## src/hw/dbl_defs.svh

```systemverilog
`ifndef DBL_DEFS_SVH
`define DBL_DEFS_SVH

// Clock rate of mclk in MHz.
`define DBL_CLK_MHZ       250

// Pin timing figures in nanoseconds.
`define DBL_T_SETUP_NS    60
`define DBL_T_BYTE_WR_NS  60
`define DBL_T_UPD_WR_NS   70
`define DBL_T_HOLD_NS     20

// Least times round up to whole clock cycles.
`define DBL_NS2CYC(ns)    ((((ns) * `DBL_CLK_MHZ) + 999) / 1000)

`define DBL_SETUP_CYC     `DBL_NS2CYC(`DBL_T_SETUP_NS)
`define DBL_BYTE_WR_CYC   `DBL_NS2CYC(`DBL_T_BYTE_WR_NS)
`define DBL_UPD_WR_CYC    `DBL_NS2CYC(`DBL_T_UPD_WR_NS)
`define DBL_HOLD_CYC      `DBL_NS2CYC(`DBL_T_HOLD_NS)

// Width of the pulse timer count.
`define DBL_TMR_W         8

`endif

```

## src/hw/dbl_pkg.sv

```systemverilog
package dbl_pkg;

    // Kinds of write sequence that the controller can run.
    typedef enum logic [2:0]
    {
        DBL_MODE_WORD,
        DBL_MODE_HI_LO,
        DBL_MODE_LO_HI,
        DBL_MODE_BYTES,
        DBL_MODE_UPDATE,
        DBL_MODE_HI,
        DBL_MODE_LO
    } dbl_mode_t;

    // One request from the user side.
    typedef struct packed
    {
        dbl_mode_t   mode;
        logic [15:0] word;
    } dbl_cmd_t;

    // Lane selection for the data pins during one phase.
    typedef enum logic [1:0]
    {
        DBL_LANE_WORD,
        DBL_LANE_HI,
        DBL_LANE_LO
    } dbl_lane_t;

    // Strobes and data lanes for one write phase.
    typedef struct packed
    {
        logic      upper_byte_load_n;
        logic      lower_byte_load_n;
        logic      converter_update_n;
        dbl_lane_t lane;
        logic      last;
    } dbl_phase_t;

    // Controller sequencing states.
    typedef enum logic [1:0]
    {
        DBL_ST_IDLE,
        DBL_ST_SETUP,
        DBL_ST_STROBE,
        DBL_ST_HOLD
    } dbl_state_t;

endpackage : dbl_pkg

```

## src/hw/dbl_host.sv

```systemverilog
`timescale 1ns/100ps
`include "dbl_defs.svh"

// Notes on behaviour
// RULE1: Chip select with only the upper enable low loads the upper byte into the first rank.
// RULE2: Chip select with only the lower enable low loads the lower byte into the first rank.
// RULE3: Chip select with only the update strobe low copies the first rank to the converter.
// RULE4: With all four controls low every latch is transparent and the output follows the pins.
// RULE5: Byte enables act only under chip select; otherwise every latch holds.
// RULE6: All latch controls are level-sensitive and active low.
// RULE7: The converter may load in its own cycle or together with either byte enable.
// RULE8: Several converters may be updated at once by one shared update strobe.
// RULE9: The host raises the strobes before changing data, or uses a second write cycle.
// RULE10: The host puts its write strobe on the byte enables and its address on chip select.
// RULE11: A host that writes the whole word at once may hold the update strobe low.
// RULE12: An 8-bit host writes two bytes and ties the update to the second byte enable.
// RULE13: An 8-bit host selects the upper or lower latch with its own enable.
// RULE14: For short strobes the host pulses the byte enables and keeps chip select as address.
// RULE15: The converter code is offset binary, all zeros lowest and all ones highest.
// RULE16: Upper latch holds bits 15 to 8 and the lower latch bits 7 to 0 of the word.
module dbl_host
    import dbl_pkg::*;
(
    input  wire logic        mclk,
    input  wire logic        rst,
    input  wire logic        wide_bus,
    input  wire logic        cmd_valid,
    input  wire dbl_cmd_t    cmd,
    output logic             cmd_ready,
    output logic             cmd_done,
    output logic             chip_select_n,
    output logic             upper_byte_load_n,
    output logic             lower_byte_load_n,
    output logic             converter_update_n,
    output logic [15:0]      dac_data
);

    dbl_state_t            state_q;
    dbl_cmd_t              cmd_q;
    logic                  ph_q;
    logic                  expired;
    logic                  tmr_load;
    logic [`DBL_TMR_W-1:0] tmr_len;
    dbl_phase_t            cur_ph;
    dbl_phase_t            nxt_ph;
    dbl_phase_t            new_ph;
    logic                  upd_rest;

    // With a wide bus the update strobe rests low so the converter is transparent.
    assign upd_rest = ~wide_bus; // RULE11

    // Describe phase ph of a request; in DBL_MODE_HI_LO and DBL_MODE_LO_HI the update joins the second byte's enable.
    function automatic dbl_phase_t phase_of(input dbl_mode_t mode, input logic ph,
                                            input logic rest);
        dbl_phase_t p;
        p = '{1'b1, 1'b1, rest, DBL_LANE_WORD, 1'b1};
        case (mode)
            DBL_MODE_WORD:
            begin
                p.upper_byte_load_n = 1'b0; // RULE10
                p.lower_byte_load_n = 1'b0;
            end
            DBL_MODE_HI_LO:
            begin
                p.upper_byte_load_n = ph; // RULE13
                p.lower_byte_load_n = ~ph;
                p.converter_update_n = ph ? 1'b0 : rest; // RULE12 RULE7
                p.lane = ph ? DBL_LANE_LO : DBL_LANE_HI;
                p.last = ph;
            end
            DBL_MODE_LO_HI:
            begin
                p.upper_byte_load_n = ~ph; // RULE13
                p.lower_byte_load_n = ph;
                p.converter_update_n = ph ? 1'b0 : rest; // RULE12 RULE7
                p.lane = ph ? DBL_LANE_HI : DBL_LANE_LO;
                p.last = ph;
            end
            DBL_MODE_BYTES:
            begin
                p.upper_byte_load_n = ph; // RULE1
                p.lower_byte_load_n = ~ph; // RULE2
                p.lane = ph ? DBL_LANE_LO : DBL_LANE_HI;
                p.last = ph;
            end
            DBL_MODE_UPDATE:
            begin
                p.converter_update_n = 1'b0; // RULE3 RULE8
            end
            DBL_MODE_HI:
            begin
                p.upper_byte_load_n = 1'b0; // RULE1
                p.lane = DBL_LANE_HI;
            end
            DBL_MODE_LO:
            begin
                p.lower_byte_load_n = 1'b0; // RULE2
                p.lane = DBL_LANE_LO;
            end
            default:
            begin
                p.last = 1'b1;
            end
        endcase
        return p;
    endfunction : phase_of

    // An 8-bit hookup wires both halves of the bus together, so a byte goes on both lanes.
    function automatic logic [15:0] lanes_of(input dbl_lane_t lane, input logic [15:0] w);
        logic [15:0] d;
        case (lane)
            DBL_LANE_HI: d = {w[15:8], w[15:8]}; // RULE16
            DBL_LANE_LO: d = {w[7:0], w[7:0]}; // RULE16
            default:     d = w; // RULE15
        endcase
        return d;
    endfunction : lanes_of

    assign cur_ph = phase_of(cmd_q.mode, ph_q, upd_rest);
    assign nxt_ph = phase_of(cmd_q.mode, 1'b1, upd_rest);
    assign new_ph = phase_of(cmd.mode, 1'b0, upd_rest);

    // Timer reloads at every state step except the last hold; the update alone needs the longer pulse.
    always_comb
    begin
        tmr_load = 1'b0;
        tmr_len  = `DBL_TMR_W'(`DBL_SETUP_CYC);
        case (state_q)
            DBL_ST_IDLE:
            begin
                tmr_load = cmd_valid && cmd_ready;
            end
            DBL_ST_SETUP:
            begin
                tmr_load = expired;
                tmr_len  = (cur_ph.upper_byte_load_n && cur_ph.lower_byte_load_n)
                         ? `DBL_TMR_W'(`DBL_UPD_WR_CYC) : `DBL_TMR_W'(`DBL_BYTE_WR_CYC);
            end
            DBL_ST_STROBE:
            begin
                tmr_load = expired;
                tmr_len  = `DBL_TMR_W'(`DBL_HOLD_CYC);
            end
            DBL_ST_HOLD:
            begin
                tmr_load = expired && !cur_ph.last;
            end
            default:
            begin
                tmr_load = 1'b0;
            end
        endcase
    end

    dbl_pulse_timer u_timer
    (
        .mclk    (mclk),
        .rst     (rst),
        .load    (tmr_load),
        .len     (tmr_len),
        .expired (expired)
    );

    // Sequencer: setup under chip select, strobe, hold, then next phase or finish.
    always_ff @(posedge mclk)
    begin
        if (rst)
        begin
            state_q <= DBL_ST_IDLE;
            ph_q    <= 1'b0;
            cmd_q   <= '{DBL_MODE_WORD, 16'h0000};
        end
        else
        begin
            case (state_q)
                DBL_ST_IDLE:
                begin
                    if (cmd_valid && cmd_ready)
                    begin
                        cmd_q   <= cmd;
                        ph_q    <= 1'b0;
                        state_q <= DBL_ST_SETUP;
                    end
                end
                DBL_ST_SETUP:
                begin
                    if (expired)
                    begin
                        state_q <= DBL_ST_STROBE;
                    end
                end
                DBL_ST_STROBE:
                begin
                    if (expired)
                    begin
                        state_q <= DBL_ST_HOLD;
                    end
                end
                DBL_ST_HOLD:
                begin
                    if (expired)
                    begin
                        ph_q    <= 1'b1;
                        state_q <= cur_ph.last ? DBL_ST_IDLE : DBL_ST_SETUP; // RULE9
                    end
                end
                default:
                begin
                    state_q <= DBL_ST_IDLE;
                end
            endcase
        end
    end

    // Pin drive: data changes only while both byte enables are high, so nothing leaks through.
    always_ff @(posedge mclk)
    begin
        if (rst)
        begin
            chip_select_n      <= 1'b1;
            upper_byte_load_n  <= 1'b1;
            lower_byte_load_n  <= 1'b1;
            converter_update_n <= 1'b1;
            dac_data           <= 16'h0000;
        end
        else
        begin
            case (state_q)
                DBL_ST_IDLE:
                begin
                    converter_update_n <= upd_rest; // RULE11
                    if (cmd_valid && cmd_ready)
                    begin
                        chip_select_n <= 1'b0; // RULE10 RULE5
                        dac_data      <= lanes_of(new_ph.lane, cmd.word);
                    end
                end
                DBL_ST_SETUP:
                begin
                    if (expired)
                    begin
                        upper_byte_load_n  <= cur_ph.upper_byte_load_n; // RULE6 RULE14
                        lower_byte_load_n  <= cur_ph.lower_byte_load_n;
                        converter_update_n <= cur_ph.converter_update_n; // RULE4
                    end
                end
                DBL_ST_STROBE:
                begin
                    if (expired)
                    begin
                        upper_byte_load_n  <= 1'b1; // RULE9
                        lower_byte_load_n  <= 1'b1;
                        converter_update_n <= upd_rest;
                    end
                end
                DBL_ST_HOLD:
                begin
                    if (expired && cur_ph.last)
                    begin
                        chip_select_n <= 1'b1;
                    end
                    else if (expired)
                    begin
                        dac_data <= lanes_of(nxt_ph.lane, cmd_q.word); // RULE9
                    end
                end
                default:
                begin
                    chip_select_n <= 1'b1;
                end
            endcase
        end
    end

    // User handshake: ready while idle, done for one cycle as chip select rises.
    always_ff @(posedge mclk)
    begin
        if (rst)
        begin
            cmd_ready <= 1'b1;
            cmd_done  <= 1'b0;
        end
        else
        begin
            cmd_done <= (state_q == DBL_ST_HOLD) && expired && cur_ph.last;
            if (state_q == DBL_ST_IDLE && cmd_valid && cmd_ready)
            begin
                cmd_ready <= 1'b0;
            end
            else if (state_q == DBL_ST_HOLD && expired && cur_ph.last)
            begin
                cmd_ready <= 1'b1;
            end
        end
    end

endmodule : dbl_host

```

## src/hw/dbl_pulse_timer.sv

```systemverilog
`timescale 1ns/100ps
`include "dbl_defs.svh"

// Counts out one interval; expired pulses for one cycle when it ends.
module dbl_pulse_timer
    import dbl_pkg::*;
(
    input  wire logic                  mclk,
    input  wire logic                  rst,
    input  wire logic                  load,
    input  wire logic [`DBL_TMR_W-1:0] len,
    output logic                       expired
);

    logic [`DBL_TMR_W-1:0] cnt_q;
    logic                  busy_q;

    // A load restarts the count even while busy, so the sequencer owns timing.
    always_ff @(posedge mclk)
    begin
        if (rst)
        begin
            cnt_q   <= '0;
            busy_q  <= 1'b0;
            expired <= 1'b0;
        end
        else if (load)
        begin
            cnt_q   <= len - `DBL_TMR_W'(1);
            busy_q  <= 1'b1;
            expired <= 1'b0;
        end
        else if (busy_q && cnt_q == '0)
        begin
            busy_q  <= 1'b0;
            expired <= 1'b1;
        end
        else
        begin
            cnt_q   <= busy_q ? cnt_q - `DBL_TMR_W'(1) : cnt_q;
            expired <= 1'b0;
        end
    end

endmodule : dbl_pulse_timer

```

## config.mk

```make
export PLATFORM = sky130hd
export DESIGN_NAME = dbl_host
export DESIGN_NICKNAME = d
export VERILOG_FILES = /design/src/hw/dbl_pkg.sv /design/src/hw/dbl_host.sv /design/src/hw/dbl_pulse_timer.sv
export VERILOG_INCLUDE_DIRS = /design/src /design/src/hw
export SDC_FILE = /design/constraint.sdc
export NUM_CORES = 1
export LEC_CHECK = 0
export BUFFER_PORTS_ARGS = -buffer_cell sky130_fd_sc_hd__buf_2
export CORE_UTILIZATION = 61
export DETAILED_ROUTE_END_ITERATION = 7
export GPL_TIMING_DRIVEN = 0
export PLACE_DENSITY = 0.95
export SKIP_CTS_REPAIR_TIMING = 1
export SYNTH_ARGS = -nofsm -noshare
export SYNTH_HDL_FRONTEND = slang
export SYNTH_HIERARCHICAL = 1
export SYNTH_SLANG_ARGS = --single-unit
```

## constraint.sdc

```tcl
create_clock -name mclk -period 7.1 [get_ports mclk]
set_input_delay 2.13 -clock mclk [delete_from_list [all_inputs] [get_ports mclk]]
set_output_delay 2.13 -clock mclk [all_outputs]
set_load 0.005 [all_outputs]
```

# [Yosys cells after proc, flatten, opt, wreduce, memory -nomap -nowiden]
# Cells that the tools add are included.
[word_totals] register_bits=54 out_inout_bits=22 wordCells=123
[op_classes] addsub=2 eq_ne=25 bitwise_logic=2 reduce_logical=38 muxes=42
[op_table] cell="16-bit case mux with 2 select lines" count=3
[op_table] cell="16-bit 2-to-1 mux" count=3
[op_table] cell="8-bit 2-to-1 mux" count=3
[op_table] cell="2-bit OR reduction" count=8
[op_table] cell="3-bit == test, second input constant" count=5
[op_table] cell="1-bit 2-to-1 mux" count=15
[op_table] cell="3-bit by 2-bit == test with 1-bit output, second input constant" count=4
[op_table] cell="1-bit case mux with 3 select lines" count=4
[op_table] cell="3-bit AND reduction" count=4
[op_table] cell="1-bit case mux with 2 select lines" count=5
[op_table] cell="5-bit case mux with 2 select lines" count=1
[op_table] cell="2-bit nonzero test" count=5
[op_table] cell="1-bit logical AND" count=9
[op_table] cell="3-bit OR reduction" count=3
[op_table] cell="2-bit == test, second input constant" count=4
[op_table] cell="8-bit zero test" count=1
[op_table] cell="2-bit 2-to-1 mux" count=4
[op_table] cell="2-bit inequality test, second input constant" count=4
[op_table] cell="2-bit case mux with 2 select lines" count=2
[op_table] cell="2-bit case mux with 4 select lines" count=1
[op_table] cell="4-bit AND reduction" count=2
[op_table] cell="8-bit by 1-bit subtractor with 8-bit output, second input constant" count=1
[op_table] cell="2-bit by 1-bit == test with 1-bit output, second input constant" count=3
[op_table] cell="3-bit by 1-bit == test with 1-bit output, second input constant" count=2
[op_table] cell="other kinds (9)" count=13

# [Longest topological paths before layout]
# Gate-level depths: netlist of the first run.
[logic_depth] word_depth=8 mapped_depth=15 ltp_nobuf=10

# [Cells and area by module]
# Netlist of the first run, hierarchy kept.
[modules_own_cells] module="dbl_host" cells_each=278 instances=1 area_each_um2=2339.7
[modules_own_cells] module="dbl_pulse_timer" cells_each=85 instances=1 area_each_um2=694.4

# [Worst setup path before layout of the first run]
# OpenSTA, ideal clock, no wires.
[synth_path] path_type="input -> register" start="input cmd_valid" end="register u_timer.cnt_q[4]" t_arrival_ps=4190 setup_slack_ps=2835 path_stages=12 t_required_ps=7025 setup_time_ps=75 n_path_buf=4 cell_sequence="nand3_1 > clkbuf_1 > o21ai_0 > buf_6 > clkbuf_1 > mux2i_1 > ha_1 > clkbuf_1 > nor3b_1 > xor2_1 > nand2_1 > a31oi_1"
[synth_between] elab_chain_len=4 elab_cells_between_ends=6 classes_between="1 x eq/ne; 2 x mux; 3 x reduce/logical"
[synth_rtl] item="from (decl)" line_no="dbl_host.sv:27" rtl="input wire logic cmd_valid,"
[synth_rtl] item="1-bit logical AND (*)" line_no="dbl_host.sv:131" rtl="tmr_load = cmd_valid && cmd_ready;"
[synth_rtl] item="1-bit case mux with 3 select lines (*)" line_no="dbl_host.sv:128" rtl="case (state_q)"
[synth_rtl] item="named net tmr_load" line_no="dbl_host.sv:42" rtl="logic tmr_load;"
[synth_rtl] item="2-bit inequality test (no line) / 2-bit nonzero test (equally long branches)"
[synth_rtl] item="2-bit AND reduction (no line)"
[synth_rtl] item="to (signal assigned)" line_no="dbl_pulse_timer.sv:29" rtl="cnt_q <= len - `DBL_TMR_W'(1);"
[synth_rtl] item="to (signal assigned)" line_no="dbl_pulse_timer.sv:40" rtl="cnt_q <= busy_q ? cnt_q - `DBL_TMR_W'(1) : cnt_q;"
[synth_rtl] item="to (decl)" line_no="dbl_pulse_timer.sv:15" rtl="logic [`DBL_TMR_W-1:0] cnt_q;"
# Mark *: on every way through the listed nets, which the timed path passes. The rest lies on a longest branch.
# A chain may end at the register's enable or synchronous reset.

# [Final worst setup path of the first run]
# Same ends and word-level chain as after synthesis.

==> metrics.txt, run 1 <==
initial antenna violation count=0; Die W=72.53 um; R2R Path Start=state_q[1]; Post-Route WL=8.151 mm; setup TNS=0 ps; # diodes=0; Die ar.=5260 um2; Multi-input gate area=1794 um2; Setup CP Type=in2reg; Detail Route Antenna Nets=0; Detailed Routing Iterations Pass 1=5; GR Overflow Total=0; CTS HTree Levels=2; crit path launch type=input pin; Area Overhead vs Synth=14.52%; RSZ-0062 raised after global routing=no; Clock Pin Slew Worst Setup and Hold Paths=100 ps; # fillers=366; hold crit path type=reg2reg; Reg area=1081 um2; EDFF count, synth=0; Arr. time, crit path=4870 ps; fin. max-slew vios=0; count leader, synth=dfxtp_1; DR DRC count=0; Core Util, Final=0.7308; sequential fraction of the synthesis area=0.3563; Top Ports=45; relative slew slack=0.4983; fin crit share=0.6531; final setup fails=0; crit end category=register; GPL Wtd Cong=0.9633; crit path from=cmd_valid; clock root cell=clkbuf_8; Worst-Margin Slew=752.5 ps; status=complete, no violations; row cnt=25; Primary FF master, synth=dfxtp_1; layout cells sized above 1=0.1829; PortBufs=44; core box area=4755 um2; final-report hold violation count=0; TritonCTS buffer count=5; DP Wirelength=5.452 mm; clk_lat worst skew=310 ps; Nets=453; yosys warns=6; synthesized area=3034 um2; Final min period=4637 ps; leakage power=1.386 nW; Netlist cell types=55; synth cell count leaders=dfxtp_1 (54), nand2_1 (53), a21oi_1 (44); Critical Path RT=7340 ps; power per cell area=387.1 nW/um2; clock skew=8.835 ps; VDD IR max=323.2 uV; initial core utilization=0.6382; Critical Path Fanout Max=10; cell taking the most area after synthesis=dfxtp_1; vias per cell=6.375; Avg Inst Size Synth=8.359 um2; first-pass GRT wire length=13.79 mm; detailed router's first-iteration violation count=314; design area=3475 um2; area share of the largest cell type after synthesis=0.3563; maximum clock insertion buffer count=2; Placed Area=3361 um2; GRT Util Overall=0.3353; max frequency=215.7 MHz; Async SR Flop Fraction=0; post-synthesis register bit count=54; CTS Sinks=54; Post-Syn Instances=363; ranking of synthesized cells by area=dfxtp_1 (36%), a21oi_1 (7.3%), nand2_1 (6.6%); hold_sp=upper_byte_load_n; number of global-route vias before repair=2,925; Routed WL per cell=16.70 um; Max-cap violations=0; die height=72.53 um; routed vias=3,111; largest net degree at the start of global routing=18; CTS tree=done
## metrics by stage
stage	total power, mW	hold slack, ps	worst slack [ps]	instances
floorplan	0.9374	448.7	2835	369
global placement	1.083	441.0	2289	480
detailed placement	1.108	450.1	2214	480
CTS	1.329	473.4	2518	488
global route	1.443	492.4	2181	488
finish	1.345	477.8	2463	488
## cell families after synthesis
logic type | share of synthesized area
other cells | 0.001236
buf+inv | 0.05980
simple gates | 0.1967
flops | 0.3563
compound gates | 0.2998
xor+xnor | 0.01444
fa+ha+maj | 0.04124
mux | 0.03052
## cell type report
| type | count | area share |
|---|---|---|
| buffer | 28 | 0.03709 |
| timing repair buffer | 44 | 0.06338 |
| multi-input combinational | 273 | 0.5164 |
| sequential | 54 | 0.3111 |
| clock buffer | 5 | 0.01981 |
| inverter | 14 | 0.01512 |
| clock inverter | 3 | 0.01296 |
| tap | 67 | 0.02413 |
## report_power, final
group	total, mW	switching [mW]	internal, mW
clock	0.211	0.106	0.105
sequential	0.467	0.0768	0.390
combinational	0.667	0.400	0.267
total	1.34	0.583	0.762
## worst max-delay path: stages
cell and delay (ps):
buf_2 120, nand3_1 150, clkbuf_1 430, o21ai_0 230, buf_6 200, clkbuf_1 220
mux2i_1 210, ha_1 160, clkbuf_1 280, nor3b_1 270, xor2_1 180, nand2_1 100
a31oi_1 200
## per-layer routing
metal / track usage / up-vias / share of wire
met5: 0 / - / 0
met4: 0.1329 / 0 / 0.027
met3: 0.06806 / 36 / 0.096
met2: 0.5421 / 209 / 0.47
met1: 0.4386 / 1430 / 0.41
li1: - / 1436 / -
## registers in the layout (all words and copies together) (netlist names), 2 cells and up
name,cells
dac_data,16
u_timer/cnt_q,8
cmd_q,19
state_q,2
## worst paths after layout
path	slack (ps)	to	cells past startpoint
setup / recovery	2460	u_timer/cnt_q[4]	13
setup reg to reg	3220	u_timer/cnt_q[4]	14
hold reg to reg	480	upper_byte_load_n	1
hold / removal	480	upper_byte_load_n	1
## layout by cell type (no fill, tap or decap), types with 3 or more instances in the layout
cell      netlist  layout
xnor2_1         3       3
a221oi_1       16      16
o21bai_1        3       3
nor3_1          7       7
ha_1           10      10
buf_1           5       5
conb_1          1       7
a22oi_1        17      17
dfxtp_1        54      54
a211oi_1        3       3
nand2_1        53      53
or2_2           5       5
clkbuf_1       16      16
mux2i_1         7       7
a31oi_1         5       5
inv_1          14      14
o21ai_0         4       4
buf_2           4      48
clkbuf_8        0       5
nand3_1         8       8
nand2b_1        3       3
a22o_1         17      17
nor2_1         12      12
a21oi_1        44      44
nor2b_1        10      10
Power figures use the tool's default switching activity.
==> run 2, diff against run 1 <==
- CORE_UTILIZATION: 61 -> 57
- PLACE_DENSITY: 0.95 -> 0.92
- clock period: 7.1 -> 4.7 ns (I/O delays scaled with it)
==> metrics.txt, run 2 (synthesis results as in run 1) <==
status=complete, no violations; final setup fails=0; GPL Wtd Cong=0.8902; Die ar.=5619 um2; WP buf/inv=5; Critical Path RT=4940 ps; Hold Crit Depth=1; initial core utilization=0.5941; initial antenna violation count=0; R2R Path Start=state_q[1]; Die W=74.96 um; fin. max-slew vios=0; Final min period=3967 ps; Area Overhead vs Synth=14.72%; # fillers=403; first-pass GRT wire length=13.00 mm; final std cells w/o fill=491; die height=74.96 um; Final WS setup=732.5 ps; Worst-Margin Slew=769.7 ps; Detailed Routing Iterations Pass 1=5; number of global-route vias before repair=2,786; top flop regs=cmd_q: 19 flops, dac_data: 16 flops, u_timer/cnt_q: 8 flops; RSZ-0062 raised after global routing=no; leakage power=1.395 nW; R2R depth=14; Detail Route Antenna Nets=0; fin crit share=0.8441; vias per cell=6.383; pre-CTS WS=517.6 ps; R2R Path End=u_timer/cnt_q[4]; Max-cap violations=0; Nets=453; # diodes=0; maximum clock insertion buffer count=2; reg2reg setup slack=770 ps; max incr delay on CP=400 ps; worst path cell trace=buf_2, nand3_1, clkbuf_1, o21ai_0, buf_6, clkbuf_1, mux2i_1, ha_1, clkbuf_1, nor3b_1, xor2_1, nand2_1, a31oi_1; crit path launch type=input pin; Worst path slowest cell=clkbuf_1; PortBufs=44; Routed WL per cell=16.44 um; TritonCTS buffer count=5; clock root cell=clkbuf_8; core box area=5107 um2; final-report hold violation count=0; max FFs per register=19; largest net degree at the start of global routing=19; max frequency=252.1 MHz; clock skew=12.42 ps; Arr. time, crit path=4210 ps; clk_lat worst skew=310 ps; CTS tree=done; most frequent cells in the layout=dfxtp_1 (54), nand2_1 (53), buf_2 (48), a21oi_1 (44); relative slew slack=0.4868; CTS Sinks=54; GRT Util Overall=0.3044; Clock Pin Slew Worst Setup and Hold Paths=100 ps; setup TNS=0 ps; CP top delay family=buffers and inverters; CP dominant cell by count=clkbuf_1; Critical Path Fanout Max=10; GR Overflow Total=0; commonest non-fill, non-tap cell in the layout=dfxtp_1; VDD IR max=372.7 uV; Top Ports=45; routed vias=3,134; placed insts=483; crit end category=register; DP Wirelength=5.707 mm; power per cell area=584.3 nW/um2; Top reg by flops=cmd_q; Hold Path Sink=converter_update_n; hold_sp=converter_update_n; row cnt=26; detailed router's first-iteration violation count=316; Post-Route WL=8.071 mm; DR DRC count=0; Setup CP Type=in2reg; CTS HTree Levels=2; hold crit path type=reg2reg; layout cells sized above 1=0.1829
==> run 2: area by class of cell <==
| cell class | count | area (um2) | area share |
|---|---|---|---|
| Buffer | 28 | 128.9 | 0.03702 |
| Clock buffer | 5 | 68.82 | 0.01977 |
| Multi-Input combinational cell | 273 | 1794 | 0.5155 |
| Inverter | 14 | 52.55 | 0.01510 |
| Sequential cell | 54 | 1081 | 0.3106 |
| Timing Repair Buffer | 44 | 220.2 | 0.06326 |
| Tap cell | 70 | 87.58 | 0.02516 |
| Clock inverter | 3 | 47.55 | 0.01366 |
==> run 2: how the worst max path moves through the flow <==
| stage | startpoint | end | depth (start not counted) |
|---|---|---|---|
| floorplan | cmd_valid | u_timer/cnt_q[4] | 12 |
| global placement | cmd_valid | u_timer/cnt_q[4] | 13 |
| CTS | cmd_valid | u_timer/cnt_q[4] | 13 |
| global route | state_q[1] | u_timer/cnt_q[4] | 14 |
| detailed placement | cmd_valid | u_timer/cnt_q[4] | 13 |
| finish | cmd_valid | u_timer/cnt_q[4] | 13 |
==> run 2: where the power goes <==
group          total [mW]  switching (mW)  internal [mW]
logic                1.01           0.602          0.404
clock network       0.324           0.161          0.163
registers           0.703           0.114          0.589
==> run 2: metal layers <==
layer | GRT usage | part of all wire
met2 | 0.4995 | 0.49
met5 | 0 | 0
met4 | 0.1363 | 0.032
met1 | 0.3947 | 0.39
met3 | 0.04953 | 0.088
==> run 2: through the flow <==
stage	util	area (um2)	total power, mW	hold slack (ps)
finish	0.6815	3481	2.034	465.8
global route	0.6815	3481	2.187	493.1
CTS	0.6815	3481	2.013	468.8
detailed placement	0.6587	3364	1.687	446.0
global placement	0.6587	3364	1.633	441.4
floorplan	-	3057	1.416	448.7
==> run 3, diff against run 2 <==
- ABC_AREA: unset -> 1
- CORE_UTILIZATION: 57 -> 53
- PLACE_DENSITY: 0.92 -> 0.89
- clock period: 4.7 -> 3.2 ns (I/O delays scaled with it)
==> metrics.txt, run 3 <==
maximum clock insertion buffer count=2; crit path launch type=register; count leader, synth=nand2_1; max frequency=349.6 MHz; EDFF count, synth=0; most used routing layer=met2; first-pass GRT wire length=14.18 mm; clock share of power=0.146; Die ar.=6930 um2; Comb power frac=0.526; largest net degree at the start of global routing=17; yosys warns=6; clock root cell=clkbuf_8; Setup CP Type=reg2reg; post-synthesis register bit count=54; initial antenna violation count=0; initial core utilization=0.5509; Netlist cell types=30; fin. max-slew vios=0; Arr. time, crit path=3080 ps; clk_lat worst skew=310 ps; layout cells sized above 1=0.1424; core box area=6350 um2; DR DRC count=0; GPL Wtd Cong=0.9232; # fillers=579; CTS tree=done; Die W=83.25 um; GR Util met1=0.3253; commonest non-fill, non-tap cell in the layout=nand2_1; Worst-Margin Slew=536.8 ps; Nets=678; # diodes=0; CTS Sinks=54; Primary FF master, synth=dfxtp_1; Sw Pwr=1.459 mW; top flop regs=cmd_q: 19 flops, dac_data: 16 flops, u_timer/cnt_q: 8 flops; cell taking the most area after synthesis=dfxtp_1; Routed WL per cell=11.61 um; Avg Inst Size Synth=5.909 um2; GR Overflow Total=0; Post-Route WL=8.394 mm; Detailed Routing Iterations Pass 1=5; row cnt=29; hold crit path type=reg2reg; crit end category=register; final setup fails=0; most frequent cells in the layout=nand2_1 (224), inv_1 (91), a21oi_1 (62), dfxtp_1 (54), buf_2 (51); P_int=1.707 mW; Final Total Pwr=3.165 mW; die height=83.25 um; CTS HTree Levels=2; status=complete, no violations; Flop pwr share=0.328; Final min period=2861 ps; Post-Syn Instances=592; Clock Pin Slew Worst Setup and Hold Paths=100 ps; sequential fraction of the synthesis area=0.3090; PortBufs=44; routed vias=3,621; synth cell count leaders=nand2_1 (224), inv_1 (91), a21oi_1 (62); relative slew slack=0.6422; power per cell area=805.2 nW/um2; Async SR Flop Fraction=0; met2 Track Usage GR=0.4091; vias per cell=5.008; reg2reg setup slack=340 ps; RSZ-0062 raised after global routing=no; Top Ports=45; M3 GR Usage=0.04374; ranking of synthesized cells by area=dfxtp_1 (31%), nand2_1 (24%), inv_1 (9.8%); fin crit share=0.8939; DP Wirelength=6.486 mm; Critical Path RT=3420 ps; TritonCTS buffer count=5; synthesized area=3498 um2; Max-cap violations=0; number of global-route vias before repair=3,195; Area Overhead vs Synth=12.37%; detailed router's first-iteration violation count=217; VDD IR max=588.6 uV; Detail Route Antenna Nets=0; leakage power=2.184 nW; setup TNS=0 ps; clock skew=7.179 ps; area share of the largest cell type after synthesis=0.3090; max FFs per register=19; final-report hold violation count=0; Critical Path Fanout Max=10; Top reg by flops=cmd_q; switching share of power=0.4609; GRT Util Overall=0.2473
[run 3: per-layer routing]
layer	wire, um	up-vias	part of all wire
met5	0	-	0
met4	133	0	0.016
met3	678	15	0.081
met2	3829	133	0.46
met1	3752	1573	0.45
li1	-	1900	-
[run 3: cell type report]
type | count | area [um2] | share of cell area
clock buffers | 5 | 68.82 | 0.01750
inverters | 98 | 367.9 | 0.09357
clock inverters | 3 | 40.04 | 0.01018
well taps | 77 | 96.34 | 0.02451
flip-flops and latches | 54 | 1081 | 0.2750
plain buffers | 23 | 135.1 | 0.03437
repair buffers | 44 | 220.2 | 0.05602
multi-input cells | 419 | 1922 | 0.4889
[run 3: path summary, 6_finish.rpt]
check	startpoint	end	cells past startpoint
setup reg to reg	state_q[0]	u_timer/cnt_q[6]	16
hold reg to reg	cmd_q[15]	cmd_q[15]	2
hold / removal	cmd_q[15]	cmd_q[15]	2
setup / recovery	state_q[0]	u_timer/cnt_q[6]	16
[run 3: critical path, stage by stage, from the launching register on]
cell and delay, ps:
dfxtp_1 410, inv_1 100, ha_1 270, nand3_2 170, clkbuf_1 410, nand2_1 220, inv_1 220, nand2_1 70
nand2_1 170, inv_1 70, ha_1 190, nand2_2 120, nor2_4 60, nand2_1 60, nand2_1 50, a21oi_1 110
nor2_1 50
[run 3: per-stage QoR]
stage	area [um2]	util	hold slack [ps]	instances	setup slack, ps
finish	3931	0.6191	472.2	723	339.4
global route	3931	0.6191	494.1	723	122.3
CTS	3931	0.6191	472.5	723	355.2
detailed placement	3822	0.6020	449.2	715	64.64
global placement	3822	0.6020	447.4	715	125.2
floorplan	3506	-	437.4	594	623.7
[run 3: power groups by stage]
stage,clock (mW),sequential (mW),combinational (mW)
5_1_grt,0.492,1.06,1.89
3_3_place_gp,0,1.04,1.59
2_1_floorplan,0,1.03,1.24
6_report,0.462,1.04,1.67
4_1_cts,0.474,1.03,1.65
3_5_place_dp,0,1.05,1.64
[run 3: cells by family after synthesis]
| group | synth area share |
|---|---|
| compound gates | 0.1502 |
| fa+ha+maj | 0.03577 |
| buf+inv | 0.1438 |
| flops | 0.3090 |
| other cells | 0.001072 |
| simple gates | 0.3602 |
